**src/hdl/cs_pro_pkg.sv**
```systemverilog
// Constants, codes and types for the professional channel status decoder
// How it works
// - Hold the 192-bit status block as 24 read-only bytes, LSBs lowest.
// - Byte 0 bits 7:6 give base rate: none, 48k, 44.1k or 32k.
// - Byte 0 bits 4:2 give emphasis: none-indicated, none, CD-type, J-17.
// - Byte 1 bits 7:4 give user bit management scheme.
// - Byte 1 bits 3:0 give channel mode: two channel, mono, primary/secondary.
// - Further modes: stereo, user, double-rate single channel variants, multichannel.
// - Byte 2 bits 7:6 give alignment level: none, -20 dBFS, -18.06 dBFS.
// - Unless byte 2 bits 2:0 give the main audio aux code, byte 2 bits 5:3 give source word length.
// - Byte 2 bits 2:0 give auxiliary sample word use.
// - Byte 3 bit 7 low: channel is one plus bit-reversed bits 6:0.
// - Byte 3 bit 7 high: bits 6:4 multichannel mode, reversed bits 3:0 channel.
// - Byte 4 scaling flag high means rate multiplied by 1/1.001.
// - Byte 4 extended rate field decodes 22.05k through 192k and user defined.
package cs_pro_pkg;
	localparam int         CS_BITS   = 192;
	localparam int         CS_BYTES  = 24;
	localparam int         ADDR_W    = 5;
	localparam int         CNT_W     = 8;
	localparam logic [7:0] LAST_BIT  = 8'hBF;
	localparam logic [7:0] CNT_FIRST = 8'h01;
	localparam logic [7:0] BYTE_ZERO = 8'h00;

	// Byte offsets of the decoded bytes
	localparam logic [4:0] OFS_RATE_EMPHASIS = 5'h00;
	localparam logic [4:0] OFS_USER_CHMODE   = 5'h01;
	localparam logic [4:0] OFS_LEVEL_WORDLEN = 5'h02;
	localparam logic [4:0] OFS_CHANNEL_ID    = 5'h03;
	localparam logic [4:0] OFS_EXT_RATE      = 5'h04;
	localparam logic [4:0] OFS_LAST          = 5'h17;

	// Field layouts of bytes 0 to 4, first member is bit 7
	typedef struct packed {
		logic [1:0] rate;
		logic       unlocked;
		logic [2:0] emph;
		logic       non_audio;
		logic       professional;
	} byte0_t;
	typedef struct packed {
		logic [3:0] user_mgmt;
		logic [3:0] chan_mode;
	} byte1_t;
	typedef struct packed {
		logic [1:0] align;
		logic [2:0] word_len;
		logic [2:0] aux;
	} byte2_t;
	typedef struct packed {
		logic       multi;
		logic [6:0] chan;
	} byte3_t;
	typedef struct packed {
		logic       fs_scale;
		logic [3:0] ext_rate;
		logic [2:0] other;
	} byte4_t;

	typedef enum logic [1:0] {FS_NONE, FS_48K, FS_44K1, FS_32K} base_rate_t;
	typedef enum logic [2:0] {EMPH_NOT_IND, EMPH_NONE, EMPH_CD, EMPH_J17, EMPH_OTHER} emph_t;
	typedef enum logic [2:0] {UB_NONE, UB_CHSTAT, UB_AES18, UB_USER, UB_CONSUMER, UB_OTHER} user_mgmt_t;
	typedef enum logic [3:0] {CM_NOT_IND, CM_TWO, CM_MONO, CM_PRI_SEC, CM_STEREO, CM_USER,
		CM_SCDR, CM_SCDR_LEFT, CM_SCDR_RIGHT, CM_MULTI, CM_OTHER} chan_mode_t;
	typedef enum logic [1:0] {AL_NONE, AL_M20, AL_M18, AL_OTHER} align_t;
	typedef enum logic [1:0] {AUX_UNDEF, AUX_MAIN, AUX_COORD, AUX_RSVD} aux_t;
	typedef enum logic [2:0] {XR_NONE, XR_24K, XR_22K05, XR_88K2, XR_176K4, XR_192K, XR_USER} ext_rate_t;

	// Raw codes
	localparam logic [1:0] FS_C48 = 2'h2, FS_C44 = 2'h1, FS_C32 = 2'h3;
	localparam logic [2:0] EM_C_NONE = 3'h1, EM_C_CD = 3'h3, EM_C_J17 = 3'h7, EM_C_NI = 3'h0;
	localparam logic [3:0] UB_C_NONE = 4'h0, UB_C_CS = 4'h8, UB_C_AES = 4'h4, UB_C_USR = 4'hC, UB_C_CON = 4'h2;
	localparam logic [3:0] CM_C_NI = 4'h0, CM_C_TWO = 4'h8, CM_C_MONO = 4'h4, CM_C_PS = 4'hC;
	localparam logic [3:0] CM_C_ST = 4'h2, CM_C_U1 = 4'hA, CM_C_U2 = 4'h6, CM_C_SD = 4'hE;
	localparam logic [3:0] CM_C_SDL = 4'h1, CM_C_SDR = 4'h9, CM_C_MC = 4'hF;
	localparam logic [1:0] AL_C_NONE = 2'h0, AL_C_20 = 2'h2, AL_C_18 = 2'h1;
	localparam logic [2:0] WL_C_23 = 3'h4, WL_C_22 = 3'h2, WL_C_21 = 3'h6, WL_C_20 = 3'h1, WL_C_24 = 3'h5;
	localparam logic [4:0] WL_23 = 5'h17, WL_22 = 5'h16, WL_21 = 5'h15, WL_20 = 5'h14, WL_24 = 5'h18;
	localparam logic [4:0] WL_NI = 5'h00;
	localparam logic [2:0] AX_C_UNDEF = 3'h0, AX_C_MAIN = 3'h4, AX_C_COORD = 3'h2;
	localparam logic [3:0] XR_C_24 = 4'h1, XR_C_22 = 4'h9, XR_C_88 = 4'h5, XR_C_176 = 4'hB;
	localparam logic [3:0] XR_C_192 = 4'h3, XR_C_USER = 4'hF;
	localparam logic [7:0] CHAN_ONE = 8'h01;

	// Decoded view of bytes 0 to 4
	typedef struct packed {
		base_rate_t base_rate;
		logic       locked;
		emph_t      emph;
		logic       non_audio;
		logic       professional;
		user_mgmt_t user_mgmt;
		chan_mode_t chan_mode;
		align_t     align;
		logic [4:0] word_len;
		aux_t       aux;
		logic       multi;
		logic [2:0] multi_mode;
		logic [7:0] chan_num;
		logic       fs_scaled;
		ext_rate_t  ext_rate;
	} cs_decoded_t;
endpackage

```
**src/hdl/pro_channel_status_decoder.sv**
```systemverilog
// Capture, holding window and decoder for the professional channel status block
`timescale 1ns/1ns
module pro_channel_status_decoder (
	input  wire logic                            mclk,
	input  wire logic                            resetn,
	input  wire logic                            frame_valid,
	input  wire logic                            block_start,
	input  wire logic                            cs_bit,
	input  wire logic                            rd_en,
	input  wire logic [cs_pro_pkg::ADDR_W-1:0]   rd_addr,
	output logic      [7:0]                      rd_data,
	output logic                                 block_ready,
	output cs_pro_pkg::cs_decoded_t              decoded
);
	typedef enum logic {SYNC_WAIT, CAPTURE} cap_state_t;

	cap_state_t                        state_r, state_nxt;
	logic [cs_pro_pkg::CS_BITS-1:0]    shift_r, shift_nxt;
	logic [cs_pro_pkg::CS_BITS-1:0]    held_r, held_nxt;
	logic [cs_pro_pkg::CNT_W-1:0]      cnt_r, cnt_nxt;
	logic                              ready_r, ready_nxt;
	logic                              commit;
	logic [7:0]                        rd_data_r, rd_data_nxt;
	cs_pro_pkg::cs_decoded_t           dec_r, dec_nxt;
	cs_pro_pkg::byte0_t                b0;
	cs_pro_pkg::byte1_t                b1;
	cs_pro_pkg::byte2_t                b2;
	cs_pro_pkg::byte3_t                b3;
	cs_pro_pkg::byte4_t                b4;

	// Reverses the bit order of a 7-bit field
	function automatic logic [6:0] rev7(input logic [6:0] v);
		logic [6:0] r;
		r = '0;
		for (int i = 0; i < 7; i++) begin
			r[i] = v[6-i];
		end
		return r;
	endfunction

	// Framing: bits arrive bit 0 first, so they shift in from the top
	always_comb begin
		state_nxt = state_r;
		cnt_nxt   = cnt_r;
		shift_nxt = shift_r;
		held_nxt  = held_r;
		ready_nxt = ready_r;
		commit    = 1'b0;
		if (frame_valid) begin
			shift_nxt = {cs_bit, shift_r[cs_pro_pkg::CS_BITS-1:1]};
		end
		case (state_r)
			SYNC_WAIT: begin
				if (frame_valid && block_start) begin
					cnt_nxt   = cs_pro_pkg::CNT_FIRST;
					state_nxt = CAPTURE;
				end
			end
			CAPTURE: begin
				if (frame_valid && block_start) begin
					cnt_nxt = cs_pro_pkg::CNT_FIRST; // Early start: partial block dropped
				end else if (frame_valid && cnt_r == cs_pro_pkg::LAST_BIT) begin
					commit    = 1'b1;
					held_nxt  = shift_nxt;
					ready_nxt = 1'b1;
					state_nxt = SYNC_WAIT;
				end else if (frame_valid) begin
					cnt_nxt = cnt_r + cs_pro_pkg::CNT_FIRST;
				end
			end
			default: state_nxt = SYNC_WAIT;
		endcase
	end

	// Framing registers
	always_ff @(posedge mclk or negedge resetn) begin
		if (!resetn) begin
			state_r <= SYNC_WAIT;
			cnt_r   <= '0;
			shift_r <= '0;
			held_r  <= '0;
			ready_r <= 1'b0;
		end else begin
			state_r <= state_nxt;
			cnt_r   <= cnt_nxt;
			shift_r <= shift_nxt;
			held_r  <= held_nxt;
			ready_r <= ready_nxt;
		end
	end

	// Read window; addresses past the last byte answer zero
	always_comb begin
		rd_data_nxt = rd_data_r;
		if (rd_en) begin
			if (rd_addr <= cs_pro_pkg::OFS_LAST) begin
				rd_data_nxt = held_r[{rd_addr, 3'h0} +: 8];
			end else begin
				rd_data_nxt = cs_pro_pkg::BYTE_ZERO;
			end
		end
	end

	// Field decode from the held block, registered so outputs never glitch
	always_comb begin
		b0 = cs_pro_pkg::byte0_t'(held_r[{cs_pro_pkg::OFS_RATE_EMPHASIS, 3'h0} +: 8]);
		b1 = cs_pro_pkg::byte1_t'(held_r[{cs_pro_pkg::OFS_USER_CHMODE, 3'h0} +: 8]);
		b2 = cs_pro_pkg::byte2_t'(held_r[{cs_pro_pkg::OFS_LEVEL_WORDLEN, 3'h0} +: 8]);
		b3 = cs_pro_pkg::byte3_t'(held_r[{cs_pro_pkg::OFS_CHANNEL_ID, 3'h0} +: 8]);
		b4 = cs_pro_pkg::byte4_t'(held_r[{cs_pro_pkg::OFS_EXT_RATE, 3'h0} +: 8]);
		dec_nxt = '0;
		case (b0.rate)
			cs_pro_pkg::FS_C48: dec_nxt.base_rate = cs_pro_pkg::FS_48K;
			cs_pro_pkg::FS_C44: dec_nxt.base_rate = cs_pro_pkg::FS_44K1;
			cs_pro_pkg::FS_C32: dec_nxt.base_rate = cs_pro_pkg::FS_32K;
			default:            dec_nxt.base_rate = cs_pro_pkg::FS_NONE; // Byte 4 decides
		endcase
		dec_nxt.locked       = !b0.unlocked;
		dec_nxt.non_audio    = b0.non_audio;
		dec_nxt.professional = b0.professional;
		case (b0.emph)
			cs_pro_pkg::EM_C_NI:   dec_nxt.emph = cs_pro_pkg::EMPH_NOT_IND;
			cs_pro_pkg::EM_C_NONE: dec_nxt.emph = cs_pro_pkg::EMPH_NONE;
			cs_pro_pkg::EM_C_CD:   dec_nxt.emph = cs_pro_pkg::EMPH_CD;
			cs_pro_pkg::EM_C_J17:  dec_nxt.emph = cs_pro_pkg::EMPH_J17;
			default:               dec_nxt.emph = cs_pro_pkg::EMPH_OTHER;
		endcase
		case (b1.user_mgmt)
			cs_pro_pkg::UB_C_NONE: dec_nxt.user_mgmt = cs_pro_pkg::UB_NONE;
			cs_pro_pkg::UB_C_CS:   dec_nxt.user_mgmt = cs_pro_pkg::UB_CHSTAT;
			cs_pro_pkg::UB_C_AES:  dec_nxt.user_mgmt = cs_pro_pkg::UB_AES18;
			cs_pro_pkg::UB_C_USR:  dec_nxt.user_mgmt = cs_pro_pkg::UB_USER;
			cs_pro_pkg::UB_C_CON:  dec_nxt.user_mgmt = cs_pro_pkg::UB_CONSUMER;
			default:               dec_nxt.user_mgmt = cs_pro_pkg::UB_OTHER;
		endcase
		case (b1.chan_mode)
			cs_pro_pkg::CM_C_NI:   dec_nxt.chan_mode = cs_pro_pkg::CM_NOT_IND; // Kept as not indicated, separate from two channel
			cs_pro_pkg::CM_C_TWO:  dec_nxt.chan_mode = cs_pro_pkg::CM_TWO;
			cs_pro_pkg::CM_C_MONO: dec_nxt.chan_mode = cs_pro_pkg::CM_MONO;
			cs_pro_pkg::CM_C_PS:   dec_nxt.chan_mode = cs_pro_pkg::CM_PRI_SEC;
			cs_pro_pkg::CM_C_ST:   dec_nxt.chan_mode = cs_pro_pkg::CM_STEREO;
			cs_pro_pkg::CM_C_U1,
			cs_pro_pkg::CM_C_U2:   dec_nxt.chan_mode = cs_pro_pkg::CM_USER;
			cs_pro_pkg::CM_C_SD:   dec_nxt.chan_mode = cs_pro_pkg::CM_SCDR;
			cs_pro_pkg::CM_C_SDL:  dec_nxt.chan_mode = cs_pro_pkg::CM_SCDR_LEFT;
			cs_pro_pkg::CM_C_SDR:  dec_nxt.chan_mode = cs_pro_pkg::CM_SCDR_RIGHT;
			cs_pro_pkg::CM_C_MC:   dec_nxt.chan_mode = cs_pro_pkg::CM_MULTI;
			default:               dec_nxt.chan_mode = cs_pro_pkg::CM_OTHER;
		endcase
		case (b2.align)
			cs_pro_pkg::AL_C_NONE: dec_nxt.align = cs_pro_pkg::AL_NONE;
			cs_pro_pkg::AL_C_20:   dec_nxt.align = cs_pro_pkg::AL_M20;
			cs_pro_pkg::AL_C_18:   dec_nxt.align = cs_pro_pkg::AL_M18;
			default:               dec_nxt.align = cs_pro_pkg::AL_OTHER;
		endcase
		case (b2.aux)
			cs_pro_pkg::AX_C_UNDEF: dec_nxt.aux = cs_pro_pkg::AUX_UNDEF;
			cs_pro_pkg::AX_C_MAIN:  dec_nxt.aux = cs_pro_pkg::AUX_MAIN;
			cs_pro_pkg::AX_C_COORD: dec_nxt.aux = cs_pro_pkg::AUX_COORD;
			default:                dec_nxt.aux = cs_pro_pkg::AUX_RSVD;
		endcase
		// The word length table is decoded for every aux code except AX_C_MAIN, which reads as not indicated
		dec_nxt.word_len = cs_pro_pkg::WL_NI;
		if (b2.aux != cs_pro_pkg::AX_C_MAIN) begin
			case (b2.word_len)
				cs_pro_pkg::WL_C_23: dec_nxt.word_len = cs_pro_pkg::WL_23;
				cs_pro_pkg::WL_C_22: dec_nxt.word_len = cs_pro_pkg::WL_22;
				cs_pro_pkg::WL_C_21: dec_nxt.word_len = cs_pro_pkg::WL_21;
				cs_pro_pkg::WL_C_20: dec_nxt.word_len = cs_pro_pkg::WL_20;
				cs_pro_pkg::WL_C_24: dec_nxt.word_len = cs_pro_pkg::WL_24;
				default:             dec_nxt.word_len = cs_pro_pkg::WL_NI;
			endcase
		end
		dec_nxt.multi = b3.multi;
		if (!b3.multi) begin
			dec_nxt.chan_num = {1'b0, rev7(b3.chan)} + cs_pro_pkg::CHAN_ONE;
		end else begin
			dec_nxt.multi_mode = b3.chan[6:4];
			dec_nxt.chan_num   = {4'h0, b3.chan[0], b3.chan[1], b3.chan[2], b3.chan[3]};
		end
		dec_nxt.fs_scaled = b4.fs_scale;
		case (b4.ext_rate)
			cs_pro_pkg::XR_C_24:   dec_nxt.ext_rate = cs_pro_pkg::XR_24K;
			cs_pro_pkg::XR_C_22:   dec_nxt.ext_rate = cs_pro_pkg::XR_22K05;
			cs_pro_pkg::XR_C_88:   dec_nxt.ext_rate = cs_pro_pkg::XR_88K2;
			cs_pro_pkg::XR_C_176:  dec_nxt.ext_rate = cs_pro_pkg::XR_176K4;
			cs_pro_pkg::XR_C_192:  dec_nxt.ext_rate = cs_pro_pkg::XR_192K;
			cs_pro_pkg::XR_C_USER: dec_nxt.ext_rate = cs_pro_pkg::XR_USER;
			default:               dec_nxt.ext_rate = cs_pro_pkg::XR_NONE;
		endcase
	end

	// Read data and decoded view registers
	always_ff @(posedge mclk or negedge resetn) begin
		if (!resetn) begin
			rd_data_r <= '0;
			dec_r     <= '0;
		end else begin
			rd_data_r <= rd_data_nxt;
			dec_r     <= dec_nxt;
		end
	end

	assign rd_data     = rd_data_r;
	assign block_ready = ready_r;
	assign decoded     = dec_r;

	a_held_only_commit: assert property (@(posedge mclk) disable iff (!resetn)
		!commit |=> $stable(held_r)) else $error("held block changed outside a boundary");
	a_commit_at_last: assert property (@(posedge mclk) disable iff (!resetn)
		commit |-> (state_r == CAPTURE && cnt_r == cs_pro_pkg::LAST_BIT && frame_valid && !block_start))
		else $error("commit not at bit 191");
	a_read_window: assert property (@(posedge mclk) disable iff (!resetn)
		rd_en && rd_addr <= cs_pro_pkg::OFS_LAST |=> rd_data == $past(held_r[{rd_addr, 3'h0} +: 8]))
		else $error("read byte mismatch");
	a_read_unmapped: assert property (@(posedge mclk) disable iff (!resetn)
		rd_en && rd_addr > cs_pro_pkg::OFS_LAST |=> rd_data == cs_pro_pkg::BYTE_ZERO)
		else $error("unmapped read not zero");
	// Skips the edge right after reset, where decoded still shows its reset zeros
	a_lock_flag: assert property (@(posedge mclk) disable iff (!resetn)
		$past(resetn) |-> decoded.locked == !$past(held_r[5])) else $error("lock flag wrong");
	a_rate_48k: assert property (@(posedge mclk) disable iff (!resetn)
		held_r[7:6] == cs_pro_pkg::FS_C48 |=> decoded.base_rate == cs_pro_pkg::FS_48K)
		else $error("48 kHz not decoded");
	a_chan_plain: assert property (@(posedge mclk) disable iff (!resetn)
		!held_r[31] && held_r[30:24] == 7'h12 |=> decoded.chan_num == 8'h25)
		else $error("channel number wrong");
	a_ext_192k: assert property (@(posedge mclk) disable iff (!resetn)
		held_r[38:35] == cs_pro_pkg::XR_C_192 |=> decoded.ext_rate == cs_pro_pkg::XR_192K)
		else $error("192 kHz not decoded");
	a_ready_after: assert property (@(posedge mclk) disable iff (!resetn)
		commit |=> block_ready && held_r[cs_pro_pkg::CS_BITS-1] == $past(cs_bit))
		else $error("commit did not land");
endmodule

```
**config.mk**
```make
export PLATFORM = sky130hd
export DESIGN_NAME = pro_channel_status_decoder
export DESIGN_NICKNAME = d
export VERILOG_FILES = /design/src/hdl/cs_pro_pkg.sv /design/src/hdl/pro_channel_status_decoder.sv
export SDC_FILE = /design/constraint.sdc
export NUM_CORES = 1
export LEC_CHECK = 0
export BUFFER_PORTS_ARGS = -buffer_cell sky130_fd_sc_hd__clkbuf_2
export CAP_MARGIN = 10
export CORE_AREA = 2 2 205 207
export DETAILED_ROUTE_END_ITERATION = 6
export DIE_AREA = 0 0 207 209
export MAX_ROUTING_LAYER = met4
export PLACE_DENSITY = 0.7
export SYNTH_ARGS = -nofsm -noshare
export SYNTH_HDL_FRONTEND = slang
export SYNTH_SLANG_ARGS = --single-unit
```
**constraint.sdc**
```tcl
create_clock -name mclk -period 4.5 [get_ports mclk]
set_input_delay 0.9 -clock mclk [delete_from_list [all_inputs] [get_ports mclk]]
set_output_delay 0.9 -clock mclk [all_outputs]
set_load 0.03 [all_outputs]
```
==> impl_results.md <==
* Post-CTS setup repair buffer count at 0
* Endpoints failing hold at 0
* Worst r2r src: cnt_r[0]
* Post-CTS resize count at 0
* Buffers & Inverters on Critical Path at 2
* IO buf count at 59
* Largest delay share family, worst path: simple AND/OR/NAND/NOR gates
* Worst setup path class: primary input to flop
* Io pins at 60
* Placed insts at 1788
* Crit share post-route at 60.9%
* Asr flop ratio synth at 100%
* Worst EP required at 4.91 ns
* Drt pass-1 iters at 4
* Mapped cell area at 0.0186 mm^2
* Worst reg2reg path endpoint: held_r[85]
* Clock-pin slew on the worst setup and hold paths at 0.06 ns
* Post-synthesis sequential area ratio at 59.5%
* Fillers at 3505
* DRC at 0
* Initial antenna violation count at 0
* Hold_buf cts at 0
* Setup Skew at 0.0122 ns
* Post-synth top cells: dfrtp_1, mux2_2, mux2_1, mux2i_1, mux2_4
* Die Wd at 207 um
* Flop2flop setup slack at 1.82 ns
* CP Launch Type: primary input
* End of the critical path: held_r[85]
* Synthesis Warnings at 0
* CTS root buffer: clkbuf_16
* Effective utilization at floorplan at 45.1%
* Placer's final routability congestion estimate at 0.801
* Vias per std cell at 5.30
* Fmax at 365 MHz
* Num CTS Buffers at 45
* Site Rows at 75
* First-pass GRT wire length at 56800 um
* Post-DP HPWL at 21700 um
* Synthesized flop and latch total at 442
* Most common cell in the synthesized netlist: dfrtp_1
* Fin Setup TNS at 0 ns
* Clock Path Buffers at 3
* GR Util All Layers at 16.5%
* Critical Path AT at 3.15 ns
* Status: finished, final reports clean
* Nets at 1318
* Maximum vdd drop at 0.289 mV
* Total grt overflow at 0
* Crit path cell chain: clkbuf_8 > nand3_1 > nor4_2 > nand2_4 > buf_12 > mux2_1
* Cell Pwr Density at 405 mW/mm^2
* Max-slew headroom at 25.4%
* Largest net degree at the start of global routing at 162
* Post-Syn Nets at 1276
* Post-DRT Antenna Nets at 0
* Top FF cell, synth: dfrtp_1
* CP Max Fanout at 82
* CP max stage cell: mux2_1
* Cells after synthesis at 1254
* Via count at 9888
* Core region area at 0.0413 mm^2
* Max incr delay on CP at 0.42 ns
* Ant diodes at 0
* Routed wire length at 34000 um
* CTS tree: done
* Worst Tran Pin Value at 1.12 ns
* Max cap viols at 0
* CP Capture Type: flop
* Static Leak at 0.0107 uW
* Number of synthesized flops with an enable pin at 0
* Post-layout util at 50.5%
* Crit. Startpoint: frame_valid
* H-tree levels at 2
* Fin crit period at 2.74 ns
* Biggest area consumer among synthesized cells: dfrtp_1
* Die area at 0.0433 mm^2
* Non-filler cells in the finished layout at 1866
* Reg2Reg Depth at 6
* Layout Area Growth over Synthesis at 12.0%
* Clk Latency, worst-skew pair at 0.55 ns
* Synth top area cells: dfrtp_1, mux2_2, mux2_1, mux2_4, mux2i_1
* Syn Area/Cell at 14.8 um^2
* Top cell type's share of synthesized area at 59.5%
* Vias in the first global route at 10400
* Fraction of layout cells with a size suffix above 1 at 32.6%
* Critical path depth at 6
* Fin. max-slew vios at 0
* Hold WC Path Type: primary input to async pin
* Setup violators final at 0
* Clock Sinks at 442
* DR iter-0 viols at 675
* Wire length per cell at 18.2 um
* Synth unique cells at 41
* RSZ-0062 raised after global routing: false
* Die height at 209 um
[through the flow]
step	worst slack, ns	hold slack (ns)	cell area (um^2)	power (uW)
6_report	1.76	0.271	20800	8450
5_1_grt	1.68	0.300	20800	8770
4_1_cts	1.82	0.289	20800	8540
3_5_place_dp	1.27	0.398	19300	4730
3_3_place_gp	1.27	0.384	19300	4710
2_1_floorplan	2.33	0.368	18600	4530
[worst reg2reg max path, stage by stage (launching register included)]
cell     delay (ns)
dfrtp_1        0.40
ha_1           0.26
nand3_1        0.21
nor4_2         0.37
nand2_4        0.39
buf_12         0.38
mux2_1         0.56
[cells in the final DEF, fill, tap and decap left out, types with 5 or more instances in the layout]
master / instances
nand3_1: 30
clkbuf_8: 12
a41oi_1: 9
clkbuf_2: 56
mux2i_1: 98
a22oi_1: 24
mux2_1: 100
inv_1: 19
o21ai_0: 12
nand2b_1: 5
mux2_4: 69
and2_1: 9
a21oi_1: 34
dfrtp_1: 442
clkbuf_1: 10
nor2_1: 18
nor3_1: 5
buf_4: 6
mux2_2: 217
ha_1: 11
nand2_1: 36
clkbuf_16: 47
buf_12: 7
[per-layer routing]
| metal | up-vias | track usage (%) | share of wire, % |
|---|---|---|---|
| met3 | 56 | 2.12 | 2.4 |
| li1 | 4554 | - | - |
| met4 | 0 | 4.56 | 2.1 |
| met2 | 125 | 25.9 | 47 |
| met5 | - | - | 0 |
| met1 | 5153 | 22.7 | 48 |
[worst min path at each step]
| stage | to | cells past startpoint | startpoint |
|---|---|---|---|
| floorplan | decoded[32] | 0 | held_r[0] |
| global placement | decoded[39] | 0 | held_r[6] |
| detailed placement | decoded[39] | 0 | held_r[6] |
| CTS | cnt_r[3] | 1 | resetn |
| global route | cnt_r[4] | 1 | resetn |
| finish | cnt_r[3] | 1 | resetn |
[cell type report]
type	count	area, um^2	share of cell area, %
sequential	442	11100	53.1
multi-input combinational	717	7010	33.7
clock buffer	68	1370	6.55
tap	539	674	3.24
timing repair buffer	71	494	2.37
clock inverter	10	158	0.757
inverter	19	71.3	0.342
[cells by family (layout without fill, tap and decap cells)]
family,count (synthesis),count (layout),synth area share [%]
multiplexers,486,486,30.3
XOR/XNOR,5,5,0.235
adder cells (fa/ha/maj),11,11,0.740
flip-flops,442,442,59.5
AO/OA/AOI/OAI,89,89,3.05
AND/OR/NAND/NOR,126,126,3.36
buffers and inverters,95,168,2.89
[flip-flops by register name, indices dropped and copies added, names as in the netlist]
name         flops
shift_r        192
block_ready      1
held_r         192
rd_data          8
decoded         40
state_r          1
cnt_r            8
[power by group]
group	switching, uW	leakage [uW]	internal [uW]
Sequential	76.8	0.00609	4100
Clock	1480	0.000751	2310
Combinational	281	0.00390	190
Total	1840	0.0107	6610
Note: power is estimated with default switching activity, not from simulation.
